<file path="config.mk">
export PLATFORM = sky130hd
export DESIGN_NAME = edc_ctrl
export DESIGN_NICKNAME = d
export VERILOG_FILES = /design/src/logic/edc_pkg.sv /design/src/logic/edc_ctrl.sv
export VERILOG_INCLUDE_DIRS = /design/src /design/src/logic
export SDC_FILE = /design/constraint.sdc
export NUM_CORES = 1
export LEC_CHECK = 0
export BUFFER_PORTS_ARGS = -buffer_cell sky130_fd_sc_hd__buf_4
export CORE_MARGIN = 2
export CORE_UTILIZATION = 55
export CTS_BUF_LIST = sky130_fd_sc_hd__clkbuf_4
export CTS_CLUSTER_SIZE = 14
export DETAILED_ROUTE_END_ITERATION = 7
export PLACE_DENSITY_LB_ADDON = 0.2
export SYNTH_ARGS = -nofsm -noshare
export SYNTH_HDL_FRONTEND = slang
export SYNTH_SLANG_ARGS = --single-unit
</file>
<file path="constraint.sdc">
create_clock -name ref_clk -period 16.4 [get_ports ref_clk]
set_clock_uncertainty 0.05 [all_clocks]
set_input_delay 3.28 -clock ref_clk [delete_from_list [all_inputs] [get_ports ref_clk]]
set_output_delay 3.28 -clock ref_clk [all_outputs]
set_load 0.02 [all_outputs]
</file>
<file path="src/logic/edc_params.svh">
`ifndef EDC_PARAMS_SVH
`define EDC_PARAMS_SVH
// ------------------------------------------------------------
// clock and conversion
// ------------------------------------------------------------
`define EDC_CLK_NS          8
`define EDC_CYC_UP(t)       (((t) + `EDC_CLK_NS - 1) / `EDC_CLK_NS)
`define EDC_CYC_DN(t)       ((t) / `EDC_CLK_NS)
`define EDC_MAX(a, b)       (((a) > (b)) ? (a) : (b))
// ------------------------------------------------------------
// memory timing, fastest grade, in ns
// ------------------------------------------------------------
`define EDC_T_RAS_MIN_NS    50
`define EDC_T_RAS_MAX_NS    10000
`define EDC_T_RASP_MAX_NS   100000
`define EDC_T_RP_NS         30
`define EDC_T_CBR_WE_NS     10
`define EDC_T_CSR_NS        5
`define EDC_T_CHR_NS        10
`define EDC_T_RCD_NS        12
`define EDC_T_CAC_NS        13
`define EDC_T_WCH_NS        8
`define EDC_T_WP_NS         8
`define EDC_T_CLCH_NS       5
`define EDC_T_INIT_NS       200000
`define EDC_T_REFI_NS       15625
// ------------------------------------------------------------
// derived counts and layout
// ------------------------------------------------------------
`define EDC_SYNC_STAGES     2
`define EDC_INIT_CYCLES     8
`define EDC_RAS_CYC         `EDC_CYC_UP(`EDC_T_RAS_MIN_NS)
`define EDC_RP_CYC          `EDC_CYC_UP(`EDC_T_RP_NS)
`define EDC_CSR_CYC         `EDC_MAX(`EDC_CYC_UP(`EDC_T_CBR_WE_NS), `EDC_CYC_UP(`EDC_T_CSR_NS))
`define EDC_RCD_CYC         `EDC_CYC_UP(`EDC_T_RCD_NS)
`define EDC_RD_CYC          (`EDC_CYC_UP(`EDC_T_CAC_NS) + `EDC_SYNC_STAGES)
`define EDC_WR_CYC          `EDC_MAX(`EDC_CYC_UP(`EDC_T_WCH_NS), `EDC_CYC_UP(`EDC_T_CLCH_NS))
`define EDC_ADDR_W          20
`define EDC_COL_W           10
`define EDC_DATA_W          16
`define EDC_FIFO_DEPTH      4
`endif

</file>
<file path="src/logic/edc_pkg.sv">
`default_nettype none
`include "edc_params.svh"
package edc_pkg;
  // one-hot controller states
  typedef enum logic [7:0] {
    ST_INIT = 8'h01,
    ST_IDLE = 8'h02,
    ST_RCAS = 8'h04,
    ST_RRAS = 8'h08,
    ST_ROW  = 8'h10,
    ST_COL  = 8'h20,
    ST_CAS  = 8'h40,
    ST_END  = 8'h80
  } edc_state_type;

  // one user request as it travels through the fifo
  typedef struct packed {
    logic                    wr;
    logic [1:0]              be;
    logic [`EDC_ADDR_W-1:0]  addr;
    logic [`EDC_DATA_W-1:0]  data;
  } edc_req_type;

  // memory pins driven by the controller
  typedef struct packed {
    logic                    row_strobe_n;
    logic                    low_byte_column_strobe_n;
    logic                    high_byte_column_strobe_n;
    logic                    write_n;
    logic                    output_enable_n;
    logic [`EDC_COL_W-1:0]   addr;
    logic [`EDC_DATA_W-1:0]  dq_o;
    logic                    dq_oe;
  } edc_pins_type;

  // all strobes inactive, bus released
  localparam edc_pins_type EDC_PINS_IDLE = '{row_strobe_n: 1'b1,
    low_byte_column_strobe_n: 1'b1, high_byte_column_strobe_n: 1'b1,
    write_n: 1'b1, output_enable_n: 1'b1, default: '0};

  // whole controller state
  typedef struct packed {
    edc_state_type           st;
    logic [31:0]             cnt;
    logic [31:0]             ras_age;
    logic [31:0]             refi;
    logic [3:0]              init_left;
    logic                    ref_pend;
    edc_req_type             req;
    edc_pins_type            pins;
    logic [`EDC_DATA_W-1:0]  sync1;
    logic [`EDC_DATA_W-1:0]  sync2;
    logic [`EDC_DATA_W-1:0]  rd_data;
    logic                    rd_valid;
  } edc_ctrl_type;
endpackage : edc_pkg
`default_nettype wire

</file>
<file path="src/logic/edc_ctrl.sv">
// Summary of operation
// - page-mode row strobe active no longer than 100 000 ns.
// - non-page row strobe active between 50 ns and 10 000 ns.
// - row strobe precharge at least 30 ns between activations.
// - refresh: write enable level set 10 ns before and after row strobe fall.
// - refresh: column strobe low 5 ns before row strobe falls, held afterwards.
// - early write: write enable low by column strobe fall, held 8 ns.
// - write data setup 0 ns, hold 8 ns against later strobe or enable.
// - read command ends with hold vs column or row strobe rise.
// - read-write: write enable at least 67 ns after row strobe fall.
// - read-write: write enable at least 30 ns after column strobe fall.
// - memory takes column address on first column fall; hold it 5 ns.
// - write lead to column strobe met for each column strobe used.
// - early write data timed per lane against that lane's strobe.
// - wait 5 ns after row strobe rise before lowering a column strobe.
// - column address 10 to 25 ns after row strobe falls.
// - row strobe stays active 8 ns after last column strobe falls.
// - write enable pulse at least 8 ns per write command.
// - after power-up pause 200 us, then eight cycles including a refresh.
`timescale 1ns/100ps
`default_nettype none
`include "edc_params.svh"

// ------------------------------------------------------------
// request fifo
// ------------------------------------------------------------
module edc_fifo #(
  parameter int unsigned WIDTH = 8,
  parameter int unsigned DEPTH = `EDC_FIFO_DEPTH
) (
  input  wire logic             ref_clk,     // system clock
  input  wire logic             reset,       // async reset, active high
  input  wire logic [WIDTH-1:0] in_data,     // word to store
  input  wire logic             in_valid,    // producer has a word
  output logic                  in_ready,    // room for a word
  output logic [WIDTH-1:0]      out_data,    // oldest word
  output logic                  out_valid,   // fifo holds a word
  input  wire logic             out_ready    // consumer takes the word
);
  localparam int unsigned AW = (DEPTH > 1) ? $clog2(DEPTH) : 1;

  // depth must be a power of two so the pointers wrap by themselves
  if (DEPTH < 2 || (DEPTH & (DEPTH - 1)) != 0) begin : g_bad_depth
    $error("edc_fifo depth must be a power of two, at least 2");
  end

  typedef struct packed {
    logic [DEPTH-1:0][WIDTH-1:0] mem;
    logic [AW-1:0]               wptr;
    logic [AW-1:0]               rptr;
    logic [AW:0]                 count;
  } edc_fifo_type;

  edc_fifo_type s_q;
  edc_fifo_type s_d;
  logic         push;
  logic         pop;

  // honest flags straight from the fill count
  assign in_ready  = (s_q.count != (AW+1)'(DEPTH));
  assign out_valid = (s_q.count != '0);
  assign out_data  = s_q.mem[s_q.rptr];
  assign push      = in_valid && in_ready;
  assign pop       = out_valid && out_ready;

  // pointer and count update
  always_comb begin
    s_d = s_q;
    if (push) begin
      s_d.mem[s_q.wptr] = in_data;
      s_d.wptr          = s_q.wptr + 1'b1;
    end
    if (pop) begin
      s_d.rptr = s_q.rptr + 1'b1;
    end
    if (push && !pop) begin
      s_d.count = s_q.count + 1'b1;
    end else if (pop && !push) begin
      s_d.count = s_q.count - 1'b1;
    end
  end

  // state register
  always_ff @(posedge ref_clk or posedge reset) begin
    if (reset) begin
      s_q <= '0;
    end else begin
      s_q <= s_d;
    end
  end
endmodule : edc_fifo

// ------------------------------------------------------------
// memory controller
// ------------------------------------------------------------
module edc_ctrl #(
  parameter int unsigned INIT_CYC = `EDC_CYC_UP(`EDC_T_INIT_NS),
  parameter int unsigned REFI_CYC = `EDC_CYC_DN(`EDC_T_REFI_NS)
) (
  input  wire logic                   ref_clk,    // system clock, 125 MHz
  input  wire logic                   reset,      // async reset, active high
  input  wire edc_pkg::edc_req_type   req,        // access request
  input  wire logic                   req_valid,  // request offered
  output logic                        req_ready,  // request taken
  output logic [`EDC_DATA_W-1:0]      rd_data,    // read result
  output logic                        rd_valid,   // read result pulse
  output edc_pkg::edc_pins_type       mem_pins,   // strobes, address, dq drive
  input  wire logic [`EDC_DATA_W-1:0] dq_i        // dq pin level
);
  import edc_pkg::*;

  // long counts must fit the 32-bit counters; init count nonzero, refresh interval at least two row cycles
  if (INIT_CYC < 1 || REFI_CYC < 2 * (`EDC_RAS_CYC + `EDC_RP_CYC)) begin : g_bad_par
    $error("edc_ctrl init or refresh count out of range");
  end

  edc_ctrl_type s_q;
  edc_ctrl_type s_d;
  edc_req_type  fifo_req;
  logic         fifo_valid;
  logic         fifo_pop;

  // ------------------------------------------------------------
  // request buffer
  // ------------------------------------------------------------
  // the controller stalls the buffer while busy, so it can fill up
  edc_fifo #(
    .WIDTH ($bits(edc_req_type)),
    .DEPTH (`EDC_FIFO_DEPTH)
  ) u_fifo (
    .ref_clk   (ref_clk),
    .reset     (reset),
    .in_data   (req),
    .in_valid  (req_valid),
    .in_ready  (req_ready),
    .out_data  (fifo_req),
    .out_valid (fifo_valid),
    .out_ready (fifo_pop)
  );

  assign mem_pins = s_q.pins;
  assign rd_data  = s_q.rd_data;
  assign rd_valid = s_q.rd_valid;

  // ------------------------------------------------------------
  // sequencer
  // ------------------------------------------------------------
  // a single cycle per row activation keeps every access non-page,
  // trading bandwidth for a fixed and short row strobe pulse;
  // refresh wins over a waiting request, so a queued access may wait
  // one refresh cycle, or all eight after power-up, but traffic delays a refresh by at most the access in flight
  always_comb begin
    s_d          = s_q;
    fifo_pop     = 1'b0;
    s_d.rd_valid = 1'b0;
    // dq pins are asynchronous to ref_clk: two stages before use
    s_d.sync1    = dq_i;
    s_d.sync2    = s_q.sync1;
    if (s_q.cnt != '0) begin
      s_d.cnt = s_q.cnt - 32'd1;
    end
    // age of the current row activation
    if (s_q.pins.row_strobe_n) begin
      s_d.ras_age = '0;
    end else begin
      s_d.ras_age = s_q.ras_age + 32'd1;
    end
    case (s_q.st)
      ST_INIT: begin
        // power-up pause before any strobe moves
        // the fifo keeps taking requests meanwhile; they wait, none is lost
        if (s_q.cnt == '0) begin
          s_d.st = ST_IDLE;
        end
      end
      ST_IDLE: begin
        if (s_q.init_left != '0 || s_q.ref_pend) begin
          // both column strobes first, write enable held high
          s_d.st                                 = ST_RCAS;
          s_d.pins.low_byte_column_strobe_n      = 1'b0;
          s_d.pins.high_byte_column_strobe_n     = 1'b0;
          s_d.pins.write_n                       = 1'b1;
          s_d.cnt = 32'(`EDC_CSR_CYC - 1);
        end else if (fifo_valid) begin
          // plain read or early write only; read-write is never issued,
          // so the late write enable delays hold trivially
          fifo_pop               = 1'b1;
          s_d.req                = fifo_req;
          s_d.st                 = ST_ROW;
          s_d.pins.row_strobe_n  = 1'b0;
          s_d.pins.addr          = fifo_req.addr[`EDC_ADDR_W-1:`EDC_COL_W];
          s_d.cnt = 32'(`EDC_RCD_CYC - 1);
        end
      end
      ST_RCAS: begin
        if (s_q.cnt == '0) begin
          s_d.st                = ST_RRAS;
          s_d.pins.row_strobe_n = 1'b0;
          s_d.cnt = 32'(`EDC_RAS_CYC - 1);
        end
      end
      ST_RRAS: begin
        // column strobes and write enable stay put for the whole pulse
        if (s_q.cnt == '0) begin
          s_d.st   = ST_END;
          s_d.pins = EDC_PINS_IDLE;
          s_d.cnt  = 32'(`EDC_RP_CYC - 1);
          s_d.ref_pend = 1'b0;
          if (s_q.init_left != '0) begin
            s_d.init_left = s_q.init_left - 4'd1;
          end
        end
      end
      ST_ROW: begin
        // row hold met, column address goes out a cycle ahead of the strobe
        if (s_q.cnt == '0) begin
          s_d.st                   = ST_COL;
          s_d.pins.addr            = s_q.req.addr[`EDC_COL_W-1:0];
          s_d.pins.write_n         = ~s_q.req.wr;
          s_d.pins.output_enable_n = s_q.req.wr;
          s_d.pins.dq_o            = s_q.req.data;
          s_d.pins.dq_oe           = s_q.req.wr;
          s_d.cnt = '0;
        end
      end
      ST_COL: begin
        // reads drop both strobes; writes only the enabled lanes
        s_d.st = ST_CAS;
        s_d.pins.low_byte_column_strobe_n  = s_q.req.wr & ~s_q.req.be[0];
        s_d.pins.high_byte_column_strobe_n = s_q.req.wr & ~s_q.req.be[1];
        if (s_q.req.wr) begin
          s_d.cnt = 32'(`EDC_WR_CYC - 1);
        end else begin
          s_d.cnt = 32'(`EDC_RD_CYC - 1);
        end
      end
      ST_CAS: begin
        // both lanes rise together; data and write enable stay driven
        // read data comes from the second sync stage, so the strobe stays
        // low long enough to cover the access time plus both stages
        if (s_q.cnt == '0) begin
          s_d.pins.low_byte_column_strobe_n  = 1'b1;
          s_d.pins.high_byte_column_strobe_n = 1'b1;
          s_d.st = ST_END;
          s_d.cnt = '0;
          if (!s_q.req.wr) begin
            s_d.rd_data  = s_q.sync2;
            s_d.rd_valid = 1'b1;
          end
        end
      end
      ST_END: begin
        // row strobe rises only after its least pulse; it then doubles as
        // precharge wait, counted from the row strobe rise
        if (!s_q.pins.row_strobe_n) begin
          // closing after the least pulse keeps every activation far
          // below both the page and non-page upper limits
          if (s_q.ras_age >= 32'(`EDC_RAS_CYC)) begin
            s_d.pins = EDC_PINS_IDLE;
            s_d.cnt  = 32'(`EDC_RP_CYC - 1);
          end
        end else if (s_q.cnt == '0) begin
          s_d.st = ST_IDLE;
        end
      end
      default: begin
        s_d.st   = ST_END;
        s_d.pins = EDC_PINS_IDLE;
        s_d.cnt  = 32'(`EDC_RP_CYC - 1);
      end
    endcase
    // refresh tick last, so a tick in the clearing cycle is kept
    if (s_q.refi >= 32'(REFI_CYC - 1)) begin
      s_d.refi     = '0;
      s_d.ref_pend = 1'b1;
    end else begin
      s_d.refi = s_q.refi + 32'd1;
    end
  end

  // ------------------------------------------------------------
  // state register
  // ------------------------------------------------------------
  always_ff @(posedge ref_clk or posedge reset) begin
    if (reset) begin
      // restart the power-up pause with every pin parked inactive
      s_q           <= '0;
      s_q.st        <= ST_INIT;
      s_q.cnt       <= 32'(INIT_CYC - 1);
      s_q.init_left <= 4'(`EDC_INIT_CYCLES);
      s_q.pins      <= EDC_PINS_IDLE;
    end else begin
      s_q <= s_d;
    end
  end
endmodule : edc_ctrl
`default_nettype wire

</file>
==> impl_results.md <==
- Vias per cell: 5.41
- DR vias: 10047
- Sum Neg Setup Slack: 0 ns
- Core Area: 29800 um^2
- Pint: 1.86 mW
- Routability cong.: 0.846
- Global-route wire length before repair: 52700 um
- Setup crit start kind: flip-flop
- Die Y: 178 um
- Status: completed
- Ratio of cells with drive above 1 in the final layout: 39.0%
- Yosys reg bits: 382
- Hold Vio Cnt, Final: 0
- Maximum vdd drop: 0.0685 mV
- Worst hold path type: flip-flop to flip-flop
- Clk buf depth: 3
- Combinational fraction of design power: 17.8%
- Mean post-synth cell area: 13.3 um^2
- Reg2reg setup slack: 12.48 ns
- Final WL: 31300 um
- Syn Std Cell Area: 16700 um^2
- CP required: 13.07 ns
- Post-DR wirelength/cell: 16.8 um
- Fin Hold WS: 0.270 ns
- Layout overhead on the synthesized area: 12.9%
- Clk slew on worst S/H paths: 0.06 ns
- Critical path buffer and inverter count: 1
- Post-CTS setup repair buffer count: 0
- Arrival @ worst endpoint: 1.91 ns
- Clock power share: 31.9%
- Synth Instances: 1256
- Warnings, synthesis: 0
- Htree depth: 3
- Distinct cells, synth: 63
- Synth top area share: 55.0%
- Die Span X: 178 um
- DRC viols: 0
- RSZ-0062 raised after global routing: no
- Total power: 2.49 mW
- Worst-Margin Slew: 1.04 ns
- Net Switching: 0.631 mW
- Final core occ: 63.2%
- Slowest CP cell: dfstp_2
- # setup viols final: 0
- Root Buffer: clkbuf_4
- Kind of cell adding the most delay to the critical path: flip-flops
- Leak Pwr: 8.55 nW
- GRT Resource Usage Total: 20.9%
- Max_cap viols: 0
- Worst slew margin: 29.8%
- Initial antenna violation count: 1
- Remaining antenna violation count: 0
- CP endpoint kind: output pin
- P per Cell Area: 132 nW/um^2
- Starting DRT DRC Count: 561
- IO Pins: 108
- Switching Share: 25.4%
- CP Max Fanout: 37
- Final period utilization: 31.9%
- Slew Limit Fails: 0
- Cts repair resizes: 0
- Synth cell count leaders: dfrtp_1, mux2_2, nor2_1
- Placed Area: 17600 um^2
- Sequential fraction of the synthesis area: 57.4%
- Gr ovfl total: 0
- Seq pwr share: 50.3%
- Ys flop type: dfrtp_1
- Post-route cell area: 18800 um^2
- Post-DP HPWL: 19300 um
- Post-synth EDFFs: 0
- Leading area contributor after synthesis: dfrtp_1
- Largest net degree at the start of global routing: 150
- Cell Rows: 63
- CTS Hold Bufs: 0
- Highest cell delay on the worst timing path: 0.96 ns
- Port Buf Inserts: 107
- Sink Count: 382
- Cells along the critical path: buf_4
- FFs w/ async S/R, synth: 100%
- CP Class: flip-flop to output pin
- Leading cell type by number of instances after synthesis: dfrtp_1
- Vias in the first global route: 10485
- Drt pass-1 iters: 5
- Clock latency on the worst-skew pair: 0.73 ns
- Fmax: 191 MHz
- Nets: 1467
- CTS tree: yes
- CTS buffer count: 98
- Initial Utilization: 56.0%
- Largest cells by area after synthesis: dfrtp_1, mux2_2, mux4_2
- Final min period: 5.24 ns
- Die area: 31800 um^2
[cells in the final DEF (no fill, tap or decap), types with 28 or more instances in the layout]
master	instances
nor2_1	103
xnor2_1	37
mux4_2	39
inv_1	32
xor2_1	36
buf_4	120
nand3_1	28
mux2_2	215
clkbuf_4	151
nand2_1	52
dfrtp_1	365
[worst paths after layout]
kind                              startpoint              to  cells after the start
worst min register to register       s_d[29]         s_q[29]                      0
max in group asynchronous              reset  u_fifo.s_q[39]                      4
worst max register to register      s_q[205]    mem_pins[27]                      7
worst max-delay path            mem_pins[31]    mem_pins[31]                      1
min in group asynchronous              reset     rd_data[12]                      2
worst min-delay path                 s_d[29]         s_q[29]                      0
[cell type report]
class	count	area, um^2
fill	2352	11000
timing repair buffer	121	921
tap	390	488
inverter	34	135
sequential	382	9580
clock buffer	151	1130
clock inverter	20	103
multi-input combinational	758	6480
antenna	1	2.50
[sequential cells by signal, summed over array words and instances (netlist names)]
signal,cells
s_q,154
rd_valid,1
u_fifo.s_q,163
s_d,16
mem_pins,32
rd_data,16
[power groups by stage]
stage / Sequential (mW) / Combinational [mW] / Clock, mW
2_1_floorplan: 1.24 / 0.369 / 0
3_3_place_gp: 1.26 / 0.432 / 0
6_report: 1.25 / 0.442 / 0.794
5_1_grt: 1.28 / 0.483 / 0.878
3_5_place_dp: 1.27 / 0.450 / 0
4_1_cts: 1.25 / 0.450 / 0.823
[metrics by stage]
step           worst slack [ns]  std cells
2_1_floorplan              2.48       1276
6_report                  11.16       1857
5_1_grt                   11.06       1857
4_1_cts                   11.11       1856
3_3_place_gp              10.74       1685
3_5_place_dp              10.74       1685
[cell families (layout without fill, tap and decap cells)]
kind of cell,Yosys count,in the layout,share of synthesized area [%]
other cells,1,22,0.0225
buf+inv,136,326,4.37
flops,382,382,57.4
mux,273,273,20.9
simple gates,315,315,9.76
xor+xnor,73,73,3.83
fa+ha+maj,14,14,1.09
compound gates,62,62,2.65
[layer usage]
layer  GRT usage, %  wire (um)  vias to the layer above
met1           27.4      14000                     5077
met4           7.79        693                        0
met5              0          0                        -
met2           34.4      15300                      183
met3           4.50       1270                       67
li1               -          -                     4720
Note: power is estimated with default switching activity, not from simulation.
